File: src/hw/fom_regs.svh
// constants for the fsk/ook modem datapath: offsets, fields, reset values, counts
// assumes a 32-bit plain register port with word offsets
`ifndef FOM_REGS_SVH
`define FOM_REGS_SVH
`define FOM_ADDR_W          8
`define FOM_OFF_DEV         8'h00
`define FOM_OFF_RATE        8'h04
`define FOM_OFF_SHAPE       8'h08
`define FOM_OFF_OOK         8'h0c
`define FOM_OFF_RXCFG       8'h10
`define FOM_OFF_CARRIER     8'h14
`define FOM_OFF_BW          8'h18
`define FOM_OFF_FEI         8'h1c
`define FOM_OFF_STATUS      8'h20
`define FOM_OFF_CTRL        8'h24
`define FOM_RATE_RST        20'h682b0
`define FOM_DEV_RST         14'h0052
`define FOM_OOK_FLOOR_RST   8'h0c
`define FOM_OOK_STEP_RST    3'h0
`define FOM_OOK_DEC_RST     3'h0
`define FOM_CARRIER_RST     24'he4c000
`define FOM_FEI_BITS        3'h4
`define FOM_PEAK_DROP       8'h0c
`define FOM_SYNC_TOL        5'h10
`endif

File: src/hw/fom_pkg.sv
// types for the fsk/ook modem datapath
// assumes fom_regs.svh holds the numeric constants
package fom_pkg;
	typedef enum logic [1:0] {
		FOM_THR_FIXED = 2'b00,
		FOM_THR_PEAK  = 2'b01,
		FOM_THR_AVG   = 2'b10
	} fom_thr_t;
	typedef enum logic [1:0] {
		FOM_AFC_IDLE = 2'b00,
		FOM_AFC_WAIT = 2'b01,
		FOM_AFC_MEAS = 2'b10,
		FOM_AFC_DONE = 2'b11
	} fom_afc_t;
	typedef struct packed {
		logic [7:0]  addr;
		logic [31:0] wdata;
		logic        wr;
		logic        rd;
	} fom_bus_t;
	typedef struct packed {
		logic       rx_mode;
		logic       tx_mode;
		logic       ook_mode;
		logic       packet_mode;
		logic       preamble_found_flag;
		logic [7:0] rssi;
		logic       fsk_bit;
		logic [7:0] freq_disc;
	} fom_rf_t;
endpackage

File: src/hw/fom_datapath.sv
// fsk/ook modem datapath: deviation, shaping, tx pacing, ook slicer, bit sync, fei, afc
// assumes analog front end gives rssi, demodulated bit and signed discriminator on core_clk
// Overview of operation
// - deviation is synth step times deviation field
// - ook keys amplifier, ramps bias if shaped
// - fsk shaped stream through gaussian filter
// - bit clock pulses per bit; host supplies (transmit clock only given when shaping is on)
// - ook slicer has peak, fixed, average modes
// - peak mode threshold is peak minus 6dB
// - peak decays per step, floored at level
// - fixed uses floor; average uses running mean
// - continuous rx gives retimed data and clock
// - synchronizer forced on in packet mode
// - fei measures 4 bits, signed result stored
// - fei starts on rx entry, every 4 bits
// - afc subtracts correction from carrier setting
// - clear option corrects from original centre
// - correction bandwidth during afc, channel after
// - preamble gated start triggers on preamble flag
// - bit rate is crystal over rate plus fraction (fraction dropped in ook)
//
// Added by the designer: the placing of the registers and the address-and-strobe port.
`timescale 1ns/10ps
`include "fom_regs.svh"
module fom_datapath (
	input  wire logic              core_clk,
	input  wire logic              rst,
	input  wire fom_pkg::fom_bus_t bus,
	output      logic [31:0]       rdata,
	input  wire fom_pkg::fom_rf_t  rf,
	input  wire logic              tx_data_in,
	output      logic [23:0]       synth_frac,
	output      logic [7:0]        pa_level,
	output      logic [7:0]        rx_bw,
	output      logic              bit_clock_out,
	output      logic              rx_data_out
);
	import fom_pkg::*;

	// ---------------- registers ----------------
	logic [13:0] freq_deviation_field;
	logic [19:0] rate_reg;               // {rate_high_byte, rate_low_byte, rate_fraction}
	logic [1:0]  pa_ramp_shaping_field;  // 0 none, 1 bt1.0, 2 bt0.5
	logic [1:0]  ook_threshold_type;
	logic [2:0]  peak_decrement_step;
	logic [2:0]  peak_decrement_period;
	logic [7:0]  ook_floor_level;
	logic        auto_correction_enable;
	logic        correction_clear_enable;
	logic        preamble_gated_start;
	logic        sync_disable;
	logic        continuous_mode;
	logic [23:0] carrier_freq_setting;
	logic [7:0]  channel_bw_reg;
	logic [7:0]  correction_bw_reg;
	logic [15:0] freq_error_value;
	logic [15:0] freq_correction_value;
	logic [23:0] carrier_base;

	logic [7:0]  addr_s;
	assign addr_s = bus.addr;

	// afc write-back to carrier uses these
	logic        afc_apply;
	logic [23:0] next_carrier;

	always_ff @(posedge core_clk or posedge rst) begin
		if (rst) begin
			freq_deviation_field    <= `FOM_DEV_RST;
			rate_reg                <= `FOM_RATE_RST;
			pa_ramp_shaping_field   <= 2'h0;
			ook_threshold_type      <= 2'h1;
			peak_decrement_step     <= `FOM_OOK_STEP_RST;
			peak_decrement_period   <= `FOM_OOK_DEC_RST;
			ook_floor_level         <= `FOM_OOK_FLOOR_RST;
			auto_correction_enable  <= 1'b0;
			correction_clear_enable <= 1'b0;
			preamble_gated_start    <= 1'b0;
			sync_disable            <= 1'b0;
			continuous_mode         <= 1'b0;
			carrier_base            <= `FOM_CARRIER_RST;
			channel_bw_reg          <= 8'h15;
			correction_bw_reg       <= 8'h0b;
		end else if (bus.wr) begin
			if (addr_s == `FOM_OFF_DEV) begin
				freq_deviation_field <= bus.wdata[13:0];
			end else if (addr_s == `FOM_OFF_RATE) begin
				rate_reg <= bus.wdata[19:0];
			end else if (addr_s == `FOM_OFF_SHAPE) begin
				pa_ramp_shaping_field <= bus.wdata[1:0];
			end else if (addr_s == `FOM_OFF_OOK) begin
				ook_floor_level       <= bus.wdata[7:0];
				peak_decrement_step   <= bus.wdata[10:8];
				peak_decrement_period <= bus.wdata[13:11];
				ook_threshold_type    <= bus.wdata[15:14];
			end else if (addr_s == `FOM_OFF_RXCFG) begin
				auto_correction_enable  <= bus.wdata[0];
				correction_clear_enable <= bus.wdata[1];
				preamble_gated_start    <= bus.wdata[2];
				sync_disable            <= bus.wdata[3];
				continuous_mode         <= bus.wdata[4];
			end else if (addr_s == `FOM_OFF_CARRIER) begin
				carrier_base <= bus.wdata[23:0];
			end else if (addr_s == `FOM_OFF_BW) begin
				channel_bw_reg    <= bus.wdata[7:0];
				correction_bw_reg <= bus.wdata[15:8];
			end
		end
	end

	// carrier: software write sets both centre and working value; afc adjusts working
	always_ff @(posedge core_clk or posedge rst) begin
		if (rst) begin
			carrier_freq_setting <= `FOM_CARRIER_RST;
		end else if (bus.wr && addr_s == `FOM_OFF_CARRIER) begin
			carrier_freq_setting <= bus.wdata[23:0];
		end else if (afc_apply) begin
			carrier_freq_setting <= next_carrier;
		end
	end

	// ---------------- bit rate timing ----------------
	// period in 1/16 clock: rate*16 + fraction; fraction dropped in ook
	logic [19:0] period_x16;
	logic [19:0] phase_acc;
	logic        bit_tick;
	assign period_x16 = {rate_reg[19:4], (rf.ook_mode ? 4'h0 : rate_reg[3:0])};

	always_ff @(posedge core_clk or posedge rst) begin
		if (rst) begin
			phase_acc <= 20'h0;
			bit_tick  <= 1'b0;
		end else if (phase_acc + 20'h10 >= period_x16) begin
			phase_acc <= phase_acc + 20'h10 - period_x16;
			bit_tick  <= 1'b1;
		end else begin
			phase_acc <= phase_acc + 20'h10;
			bit_tick  <= 1'b0;
		end
	end

	// ---------------- transmit ----------------
	logic [1:0]  tx_in_s;
	logic [3:0]  tx_hist;
	logic [13:0] shaped_dev;
	logic        tx_bit;
	assign tx_bit = tx_hist[0];

	always_ff @(posedge core_clk or posedge rst) begin
		if (rst) begin
			tx_in_s <= 2'h0;
		end else begin
			tx_in_s <= {tx_in_s[0], tx_data_in};
		end
	end

	always_ff @(posedge core_clk or posedge rst) begin
		if (rst) begin
			tx_hist <= 4'h0;
		end else if (rf.tx_mode && bit_tick) begin
			tx_hist <= {tx_hist[2:0], tx_in_s[1]};
		end
	end

	// gaussian approximation: bt1 short 3-tap, bt0.5 wider 4-tap, weights in quarters
	function automatic logic [2:0] fom_taps(input logic [3:0] h, input logic [1:0] sel);
		logic [2:0] s;
		s = 3'h0;
		if (sel == 2'h1) begin
			s = {2'b00, h[0]} + {1'b0, h[1], 1'b0} + {2'b00, h[2]};
		end else begin
			s = {2'b00, h[0]} + {2'b00, h[1]} + {2'b00, h[2]} + {2'b00, h[3]};
		end
		return s;
	endfunction

	always_ff @(posedge core_clk or posedge rst) begin
		if (rst) begin
			shaped_dev <= 14'h0;
		end else if (pa_ramp_shaping_field == 2'h0) begin
			shaped_dev <= freq_deviation_field;
		end else begin
			shaped_dev <= 14'((28'(freq_deviation_field) * 28'(fom_taps(tx_hist,
				pa_ramp_shaping_field))) >> 2);
		end
	end

	always_ff @(posedge core_clk or posedge rst) begin
		if (rst) begin
			synth_frac <= 24'h0;
		end else if (rf.tx_mode && !rf.ook_mode) begin
			if (pa_ramp_shaping_field == 2'h0) begin
				synth_frac <= tx_bit ? carrier_freq_setting + 24'(freq_deviation_field)
				                     : carrier_freq_setting - 24'(freq_deviation_field);
			end else begin
				synth_frac <= carrier_freq_setting - 24'(freq_deviation_field)
				              + 24'({shaped_dev, 1'b0});
			end
		end else begin
			synth_frac <= carrier_freq_setting;
		end
	end

	always_ff @(posedge core_clk or posedge rst) begin
		if (rst) begin
			pa_level <= 8'h0;
		end else if (!rf.tx_mode) begin
			pa_level <= 8'h0;
		end else if (!rf.ook_mode) begin
			pa_level <= 8'hff;
		end else if (pa_ramp_shaping_field == 2'h0) begin
			pa_level <= tx_bit ? 8'hff : 8'h00;
		end else if (tx_bit && pa_level != 8'hff) begin
			pa_level <= pa_level + 8'h01;
		end else if (!tx_bit && pa_level != 8'h00) begin
			pa_level <= pa_level - 8'h01;
		end
	end

	// ---------------- ook slicer ----------------
	logic [7:0] peak;
	logic [7:0] avg;
	logic [7:0] ook_thr;
	logic [7:0] dec_cnt;
	logic       ook_bit;
	logic [8:0] peak_low;
	// nine bits so a high floor plus step cannot wrap the compare
	assign peak_low = {1'b0, ook_floor_level} + {6'h0, peak_decrement_step} + 9'h001;

	always_ff @(posedge core_clk or posedge rst) begin
		if (rst) begin
			dec_cnt <= 8'h0;
			peak    <= 8'h0;
		end else if (rf.rssi > peak) begin
			peak    <= rf.rssi;
			dec_cnt <= 8'h0;
		end else if (!ook_bit && bit_tick) begin
			if (dec_cnt >= {5'h0, peak_decrement_period}) begin
				dec_cnt <= 8'h0;
				peak <= ({1'b0, peak} > peak_low)
				        ? peak - {5'h0, peak_decrement_step} - 8'h01 : ook_floor_level;
			end else begin
				dec_cnt <= dec_cnt + 8'h01;
			end
		end
	end

	always_ff @(posedge core_clk or posedge rst) begin
		if (rst) begin
			avg <= 8'h0;
		end else begin
			avg <= avg - (avg >> 3) + (rf.rssi >> 3);
		end
	end

	always_comb begin
		ook_thr = ook_floor_level;
		if (ook_threshold_type == FOM_THR_PEAK) begin
			ook_thr = (peak > `FOM_PEAK_DROP) ? peak - `FOM_PEAK_DROP : 8'h0;
		end else if (ook_threshold_type == FOM_THR_AVG) begin
			ook_thr = avg;
		end
	end

	always_ff @(posedge core_clk or posedge rst) begin
		if (rst) begin
			ook_bit <= 1'b0;
		end else begin
			ook_bit <= rf.rssi > ook_thr;
		end
	end

	// ---------------- bit synchronizer ----------------
	logic [19:0] sync_acc;
	logic        demod_bit;
	logic        demod_prev;
	logic        sync_on;
	assign demod_bit = rf.ook_mode ? ook_bit : rf.fsk_bit;
	assign sync_on   = rf.packet_mode || !sync_disable;

	always_ff @(posedge core_clk or posedge rst) begin
		if (rst) begin
			sync_acc    <= 20'h0;
			demod_prev  <= 1'b0;
			rx_data_out <= 1'b0;
		end else begin
			demod_prev <= demod_bit;
			if (demod_bit != demod_prev) begin
				sync_acc <= {1'b0, period_x16[19:1]}; // realign mid-bit on edges
			end else if (sync_acc + 20'h10 >= period_x16) begin
				sync_acc <= sync_acc + 20'h10 - period_x16;
			end else begin
				sync_acc <= sync_acc + 20'h10;
			end
			if (!sync_on) begin
				rx_data_out <= demod_bit;
			end else if (sync_acc + 20'h10 >= period_x16) begin
				rx_data_out <= demod_bit;
			end
		end
	end

	always_ff @(posedge core_clk or posedge rst) begin
		if (rst) begin
			bit_clock_out <= 1'b0;
		end else if (rf.rx_mode && continuous_mode && sync_on) begin
			bit_clock_out <= sync_acc >= {1'b0, period_x16[19:1]};
		end else if (rf.tx_mode && continuous_mode && pa_ramp_shaping_field != 2'h0) begin
			bit_clock_out <= bit_tick;
		end else begin
			bit_clock_out <= 1'b0;
		end
	end

	// ---------------- fei / afc ----------------
	fom_afc_t    afc_state;
	logic [2:0]  fei_bits;
	logic [17:0] fei_sum;
	logic        rx_prev;
	logic        rx_rise;
	assign rx_rise = rf.rx_mode && !rx_prev;
	logic [17:0] fei_next;
	logic [15:0] fei_avg;
	assign fei_next = fei_sum + {{10{rf.freq_disc[7]}}, rf.freq_disc};
	assign fei_avg  = 16'(signed'(fei_next) >>> 2);
	assign next_carrier = (correction_clear_enable ? carrier_base : carrier_freq_setting)
	                      - 24'(signed'(freq_correction_value));
	assign afc_apply = afc_state == FOM_AFC_DONE && auto_correction_enable;

	always_ff @(posedge core_clk or posedge rst) begin
		if (rst) begin
			rx_prev               <= 1'b0;
			afc_state             <= FOM_AFC_IDLE;
			fei_bits              <= 3'h0;
			fei_sum               <= 18'h0;
			freq_error_value      <= 16'h0;
			freq_correction_value <= 16'h0;
		end else begin
			rx_prev <= rf.rx_mode;
			case (afc_state)
				FOM_AFC_IDLE: begin
					if (rx_rise) begin
						afc_state <= preamble_gated_start ? FOM_AFC_WAIT : FOM_AFC_MEAS;
					end
				end
				FOM_AFC_WAIT: begin
					if (rf.preamble_found_flag) begin
						afc_state <= FOM_AFC_MEAS;
					end
				end
				FOM_AFC_MEAS: begin
					if (bit_tick) begin
						if (fei_bits == `FOM_FEI_BITS - 3'h1) begin
							fei_bits              <= 3'h0;
							fei_sum               <= 18'h0;
							freq_error_value      <= fei_avg;
							freq_correction_value <= auto_correction_enable ? fei_avg : 16'h0;
							afc_state             <= FOM_AFC_DONE;
						end else begin
							fei_sum  <= fei_next;
							fei_bits <= fei_bits + 3'h1;
						end
					end
				end
				FOM_AFC_DONE: begin
					afc_state <= rf.rx_mode ? FOM_AFC_MEAS : FOM_AFC_IDLE;
				end
				default: afc_state <= FOM_AFC_IDLE;
			endcase
			// a cut measurement must not leak into the next receive period
			if (!rf.rx_mode) begin
				afc_state <= FOM_AFC_IDLE;
				fei_bits  <= 3'h0;
				fei_sum   <= 18'h0;
			end
		end
	end

	// correction bandwidth until first correction of this receive period
	logic afc_done_once;
	always_ff @(posedge core_clk or posedge rst) begin
		if (rst) begin
			afc_done_once <= 1'b0;
			rx_bw         <= 8'h0;
		end else begin
			if (!rf.rx_mode) begin
				afc_done_once <= 1'b0;
			end else if (afc_state == FOM_AFC_DONE) begin
				afc_done_once <= 1'b1;
			end
			rx_bw <= (auto_correction_enable && !afc_done_once) ? correction_bw_reg
			                                                     : channel_bw_reg;
		end
	end

	// ---------------- read port ----------------
	always_ff @(posedge core_clk or posedge rst) begin
		if (rst) begin
			rdata <= 32'h0;
		end else if (!bus.rd) begin
			rdata <= 32'h0;
		end else if (addr_s == `FOM_OFF_DEV) begin
			rdata <= {18'h0, freq_deviation_field};
		end else if (addr_s == `FOM_OFF_RATE) begin
			rdata <= {12'h0, rate_reg};
		end else if (addr_s == `FOM_OFF_SHAPE) begin
			rdata <= {30'h0, pa_ramp_shaping_field};
		end else if (addr_s == `FOM_OFF_OOK) begin
			rdata <= {16'h0, ook_threshold_type, peak_decrement_period,
			          peak_decrement_step, ook_floor_level};
		end else if (addr_s == `FOM_OFF_RXCFG) begin
			rdata <= {27'h0, continuous_mode, sync_disable, preamble_gated_start,
			          correction_clear_enable, auto_correction_enable};
		end else if (addr_s == `FOM_OFF_CARRIER) begin
			rdata <= {8'h0, carrier_freq_setting};
		end else if (addr_s == `FOM_OFF_BW) begin
			rdata <= {16'h0, correction_bw_reg, channel_bw_reg};
		end else if (addr_s == `FOM_OFF_FEI) begin
			rdata <= {freq_correction_value, freq_error_value};
		end else if (addr_s == `FOM_OFF_STATUS) begin
			rdata <= {16'h0, peak, 4'h0, afc_done_once, ook_bit, afc_state};
		end else begin
			rdata <= 32'h0;
		end
	end
endmodule // fom_datapath

File: config.mk
export PLATFORM = sky130hd
export DESIGN_NAME = fom_datapath
export DESIGN_NICKNAME = d
export VERILOG_FILES = /design/src/hw/fom_pkg.sv /design/src/hw/fom_datapath.sv
export VERILOG_INCLUDE_DIRS = /design/src /design/src/hw
export SDC_FILE = /design/constraint.sdc
export NUM_CORES = 1
export LEC_CHECK = 0
export BUFFER_PORTS_ARGS = -buffer_cell sky130_fd_sc_hd__buf_2
export CORE_UTILIZATION = 50
export CTS_CLUSTER_SIZE = 14
export DETAILED_ROUTE_END_ITERATION = 6
export GPL_TIMING_DRIVEN = 1
export PLACE_DENSITY = 0.67
export SYNTH_ARGS = -nofsm -noshare
export SYNTH_HDL_FRONTEND = slang
export SYNTH_SLANG_ARGS = --single-unit
export TNS_END_PERCENT = 100
File: constraint.sdc
create_clock -name core_clk -period 13.1 [get_ports core_clk]
set_input_delay 0.655 -clock core_clk [delete_from_list [all_inputs] [get_ports core_clk]]
set_output_delay 0.655 -clock core_clk [all_outputs]
set_load 0.01 [all_outputs]
==> results of run 1 <==
-- cells by family (layout without fill, tap and decap cells) --
logic type / Yosys count / count (layout) / share of synthesized area [%]
buf+inv: 285 / 404 / 4.46
flops: 339 / 339 / 34.2
simple gates: 782 / 782 / 14.8
mux: 161 / 161 / 7.13
xor+xnor: 170 / 170 / 6.04
compound gates: 743 / 743 / 20.4
fa+ha+maj: 242 / 242 / 13.0
-- metrics by stage --
step	cell area [um^2]	hold slack, ps	setup slack [ps]	instances
after global placement	26100	333	8320	3431
after global routing	27500	195	7730	3505
after CTS	27500	175	8150	3505
after detailed placement	26100	342	8180	3431
final	27500	195	8130	3505
after floorplan	24900	331	3100	2722
-- power breakdown --
group	leakage, nW	switching [mW]	total, mW	internal [mW]
registers	4.23	0.248	1.50	1.25
logic	7.67	1.56	2.74	1.18
clock network	0.658	0.481	1.14	0.660
-- placed cells by master (no fill, tap or decap), drive strengths merged, types with 52 or more instances in the layout --
cell    synthesis  layout
ha            213     213
nor2          184     184
dfrtp         308     308
a22o           52      52
nand2         278     278
inv           178     181
buf            29     152
xnor2         115     115
xor2           55      55
mux2          132     132
clkbuf         78      55
a21oi         183     183
o21ai         158     158
-- metal layers --
metal  routed length (um)  share of wire [%]
met1                31700                 44
met2                33700                 46
met3                 4380                6.0
met4                 2990                4.1
met5                   40              0.055
-- worst register-to-register path: stages (launching register included) --
cell	delay, ps
dfrtp_1	420
fa_1	480
ha_1	200
ha_1	290
mux2_2	340
nand2_1	150
fa_1	530
inv_1	50
ha_1	210
fa_1	410
a21o_1	180
a21oi_1	230
o21bai_1	90
a21oi_1	240
o21ba_2	180
o21ai_0	130
o41ai_1	450
xor2_1	170
o21ai_0	80
-- area by class of cell --
type,instances,area (um^2)
multi-input cells,2098,15300
well taps,664,831
clock buffers,55,1150
inverters,178,676
fillers,4403,21600
clock inverters,19,190
flip-flops and latches,339,8520
repair buffers,152,811
-- worst paths after layout --
check / endpoint / slack (ps) / cells past startpoint
min in group core_clk: tx_in_s[0] / 200 / 1
max: shaped_dev[12] / 8130 / 18
max reg2reg: shaped_dev[12] / 8130 / 18
min reg2reg: tx_in_s[1] / 360 / 0
min: fei_sum[1] / 200 / 2
max in group asynchronous: phase_acc[19] / 11200 / 3
==> flow_summary.json, run 1 <==
{
  "status": "finished, final reports clean",
  "drtIter0Drc": 1694,
  "clk_pin_slew_ps": 60,
  "synth_ff_type": "dfrtp_1",
  "max_freq_ghz": 0.201,
  "fp.dieH_um": 225,
  "largest_register_ffs": 32,
  "yosys-top-cells-count": "308 x dfrtp_1, 278 x nand2_1, 213 x ha_1",
  "use_met3_pct": 3.83,
  "finalCriticalPeriod_ps": 4970,
  "end_kind": "flop",
  "leakagePower_nw": 12.6,
  "area_growth_pct": 10.3,
  "critPathSlowestCell": "fa_1",
  "r2r-start": "tx_hist[1]",
  "dr.pass1.iters": 5,
  "post_cts_buffers": 0,
  "synth_nets": 3031,
  "ant_nets": 0,
  "vias": 21300,
  "via_per_inst": 6.08,
  "cp_top_family": "adder cells",
  "setup_viol": 0,
  "clock_latency_ps": 590,
  "grt_pass1_vias": 20600,
  "synth_top_area_share_pct": 30.9,
  "rows": 81,
  "overflow": 0,
  "p_per_area_nw_per_um2": 196,
  "grt_max_degree": 124,
  "fin_nets": 3118,
  "post-dp-hpwl_um": 55200,
  "arrival_ps": 5420,
  "clock_path_buffers": 3,
  "cts_num_sinks": 339,
  "start_util_pct": 50.8,
  "drt-total-wl_um": 72800,
  "grt_pass1_wl_um": 114000,
  "clock-skew-final_ps": 22.3,
  "htree_levels": 2,
  "critPathMaxFanout": 13,
  "io_pins": 141,
  "cp_slowest_stage_delay_ps": 530,
  "synth_seq_area_share_pct": 34.2,
  "total_power_mw": 5.38,
  "worst_setup_path_start_kind": "flop",
  "ir_drop_uv": 117,
  "maxCapViolCount": 0,
  "cts_root_buffer": "clkbuf_16",
  "rsz0062_at_grt": "no",
  "hold_viol_final": 0,
  "maxSlewViolCount": 0,
  "coreArea_um2": 49100,
  "required_ps": 13540,
  "cts_made_buffers": 40,
  "wl_per_cell_um": 20.8,
  "use_met1_pct": 39.0,
  "yosysTopAreaCell": "dfrtp_1",
  "die_area_um2": 50700,
  "cts_resized": 0,
  "synth_warnings": 0,
  "synth_area_um2": 24900,
  "top_usage_layer": "met2",
  "worstSetupPathType": "reg2reg",
  "globalplace.congestion": 0.938,
  "largest-register": "rdata",
  "yosys-top-cells-area": "dfrtp_1 31%, ha_1 11%, mux2_2 5.9%",
  "crit_chain": "fa_1 > ha_1 > ha_1 > mux2_2 > nand2_1 > fa_1 > inv_1 > ha_1 > fa_1 > a21o_1 > a21oi_1 > o21bai_1 > a21oi_1 > o21ba_2 > o21ai_0 > o41ai_1 > xor2_1 > o21ai_0",
  "timing.final.crit_share_pct": 38.0,
  "use_met2_pct": 46.6,
  "synth_most_common_cell": "dfrtp_1",
  "ctsHoldBuffers": 0,
  "worst_pin_slew_ps": 1250,
  "synth_cells": 2722,
  "relSlewSlack_pct": 16.1,
  "tns_ps": 0,
  "synth-edff-count": 0,
  "ys_async_sr_fraction_pct": 100,
  "ys_types": 89,
  "numPortBuffers": 132,
  "n_antenna_cell": 0,
  "path_buf_inv": 1,
  "drc": 0,
  "worstSetupStartpoint": "tx_hist[1]",
  "cts_tree": "built",
  "die_w_um": 225,
  "min_path_type": "in2async",
  "drive_gt1_share_pct": 15.0,
  "grt_antenna_before_repair": 5,
  "track_usage_pct": 28.9,
  "syn_avg_cell_area_um2": 9.15,
  "fin_util_pct": 56.0,
  "ys_seq_elements": 339
}
Note: power is estimated with default switching activity, not from simulation.
==> run 2, diff against run 1 <==
- ABC_AREA: unset -> 1
- clock period: 13.1 -> 5 ns (I/O delays scaled with it)
==> run 2 against run 1 <==
  * Sequential power rose by 140%
  * Largest cell class unchanged
  * Clock-buffer cell count is 2 lower
  * Highest routed layer unchanged
  * First-iteration DRC count up 39%
  * Combinational power is 110% higher
  * Cell area is 4.9% higher
==> flow_summary.json, run 2 <==
{
  "status": "finished, final reports clean",
  "ys_async_sr_fraction_pct": 100,
  "critPathSlowestCell": "fa_1",
  "required_ps": 5450,
  "rows": 82,
  "synth-edff-count": 0,
  "ir_drop_uv": 578,
  "coreArea_um2": 50500,
  "yosys-top-cells-area": "dfrtp_1 30%, nand2_1 12%, ha_1 10%",
  "drive_gt1_share_pct": 9.27,
  "worstSetupPathType": "reg2reg",
  "post-dp-hpwl_um": 65700,
  "synth_seq_area_share_pct": 33.1,
  "min_path_type": "in2reg",
  "htree_levels": 2,
  "track_usage_pct": 32.5,
  "synth_ff_type": "dfrtp_1",
  "synth_warnings": 0,
  "grt_pass1_wl_um": 133000,
  "worst_pin_slew_ps": 1160,
  "cts_made_buffers": 40,
  "end_kind": "flop",
  "fp.dieH_um": 229,
  "crit_chain": "fa_1 > ha_1 > ha_1 > or2_2 > o21ai_0 > inv_1 > nand2_1 > fa_1 > inv_1 > ha_1 > fa_1 > nand3_1 > nand3_1 > nand2_1 > nand2_1 > a21oi_1 > o21ai_0 > a31oi_1 > xor2_1 > o21ai_0",
  "maxCapViolCount": 0,
  "seqCellArea_um2": 8520,
  "clock-skew-final_ps": 26.9,
  "cts_tree": "built",
  "grt_antenna_before_repair": 2,
  "synth_area_um2": 25800,
  "path_buf_inv": 2,
  "tns_ps": 0,
  "p_per_area_nw_per_um2": 442,
  "setup_viol": 0,
  "post_cts_buffers": 0,
  "drc": 0,
  "ys_seq_elements": 339,
  "yosysTopAreaCell": "dfrtp_1",
  "numPortBuffers": 132,
  "leakagePower_nw": 14.4,
  "p_comb_share_pct": 46.1,
  "die_area_um2": 52400,
  "syn_avg_cell_area_um2": 7.37,
  "p_sw_share_pct": 42.7,
  "io_pins": 141,
  "intPower_mw": 7.29,
  "fin_nets": 3944,
  "power_frac_seq_pct": 28.3,
  "cp_slowest_stage_delay_ps": 530,
  "via_per_inst": 5.70,
  "n_antenna_cell": 0,
  "relSlewSlack_pct": 21.9,
  "synth_nets": 3802,
  "fill_cells": 4920,
  "arrival_ps": 5040,
  "largest_register_ffs": 32,
  "grt_max_degree": 155,
  "grt_pass1_vias": 23200,
  "worst_setup_path_start_kind": "flop",
  "vias": 24700,
  "dr.pass1.iters": 6,
  "ant_nets": 0,
  "dpl.cell_count": 4242,
  "cts_resized": 0,
  "finalCriticalPeriod_ps": 4590,
  "clock_latency_ps": 580,
  "hold_viol_final": 0,
  "ctsHoldBuffers": 23,
  "synth_top_area_share_pct": 29.9,
  "die_w_um": 229,
  "drtIter0Drc": 2360,
  "synth_most_common_cell": "nand2_1",
  "critPathMaxFanout": 12,
  "start_util_pct": 51.0,
  "clk_pin_slew_ps": 60,
  "globalplace.congestion": 1.05,
  "ys_types": 65,
  "area_growth_pct": 11.9,
  "stdcell_count": 4338,
  "timing.final.crit_share_pct": 91.8,
  "wl_per_cell_um": 19.5,
  "max_freq_ghz": 0.218,
  "power.switching_mw": 5.43,
  "multi_input_area_um2": 14900,
  "cts_root_buffer": "clkbuf_16",
  "yosys-top-cells-count": "801 x nand2_1, 493 x inv_1, 344 x o21ai_0",
  "clock_power_share_pct": 25.6,
  "cp_top_family": "adder cells",
  "cts_num_sinks": 339,
  "drt-total-wl_um": 84700,
  "synth_cells": 3493,
  "rsz0062_at_grt": "no",
  "maxSlewViolCount": 0,
  "overflow": 0,
  "largest-register": "rdata",
  "clock_path_buffers": 3,
  "final_cell_mix": "801 x nand2_1, 492 x inv_1, 344 x o21ai_0",
  "layout_commonest_cell": "nand2_1"
}
[run 2: cell types whose count changed after synthesis, moves of 31 or more]
| cell | before | now |
|---|---|---|
| a22o_1 | 52 | 15 |
| nor2_1 | 182 | 228 |
| nand3_1 | 51 | 160 |
| mux2_2 | 130 | 8 |
| xor2_1 | 53 | 105 |
| a21o_1 | 46 | 9 |
| a21oi_1 | 181 | 253 |
| inv_1 | 177 | 493 |
| o21ai_0 | 146 | 344 |
| nand2_1 | 278 | 801 |
| nand2b_1 | 40 | 1 |
| and3_1 | 37 | 3 |
| xnor2_1 | 115 | 31 |
| nor2b_1 | 31 | 0 |
[run 2: cells by family (layout without fill, tap and decap cells)]
family	count (synthesis)	count (layout)	synth area share, %
simple gates	1350	1350	22.2
xor+xnor	136	136	4.63
mux	9	9	0.389
compound gates	825	825	18.2
fa+ha+maj	242	242	12.6
buf+inv	592	765	8.92
flops	339	339	33.1
[run 2: layer usage]
| metal | GRT usage, % | part of all wire [%] |
|---|---|---|
| met2 | 50.3 | 44 |
| met3 | 5.60 | 8.2 |
| met1 | 45.1 | 44 |
| met4 | 12.9 | 4.5 |
| met5 | 0 | 0.015 |
[run 2: per-stage QoR]
step | power (mW) | setup slack (ps) | area [um^2] | util (%) | hold slack (ps)
5_1_grt | 13.7 | 60.7 | 28800 | 57.1 | 12.3
3_3_place_gp | 9.35 | 488 | 27100 | 53.7 | 336
6_report | 12.7 | 412 | 28800 | 57.1 | 21.8
4_1_cts | 12.7 | 442 | 28800 | 57.1 | 0.652
2_1_floorplan | 7.97 | 243 | 25800 | - | 281
3_5_place_dp | 9.41 | 452 | 27100 | 53.7 | 338
[run 2: final timing paths]
path,from,end,depth (start not counted),slack [ps]
hold reg to reg,tx_in_s[0],tx_in_s[1],0,360
setup / recovery,tx_hist[1],shaped_dev[10],20,410
setup reg to reg,tx_hist[1],shaped_dev[10],20,410
max in group asynchronous,rst,phase_acc[2],4,3300
hold / removal,bus[18],carrier_base[16],3,20
min in group asynchronous,rst,fei_sum[17],3,380
[run 2: tightest hold or removal path, stage by stage]
cell and delay, ps:
buf_2 150, nand2_1 100, nand2_1 60
[run 2: area by class of cell]
class                   count  area share (%)
clock buffers              53            4.00
clock inverters            20            1.07
inverters                 507            6.62
multi-input cells        2562            51.9
flip-flops and latches    339            29.6
well taps                 672            2.92
repair buffers            185            3.96
[run 2: power groups by stage]
stage / combinational, mW / sequential, mW / clock [mW]
after CTS: 5.83 / 3.59 / 3.30
final: 5.86 / 3.61 / 3.25
after global placement: 5.72 / 3.63 / 0
after detailed placement: 5.78 / 3.63 / 0
after floorplan: 4.45 / 3.52 / 0
after global routing: 6.68 / 3.65 / 3.41
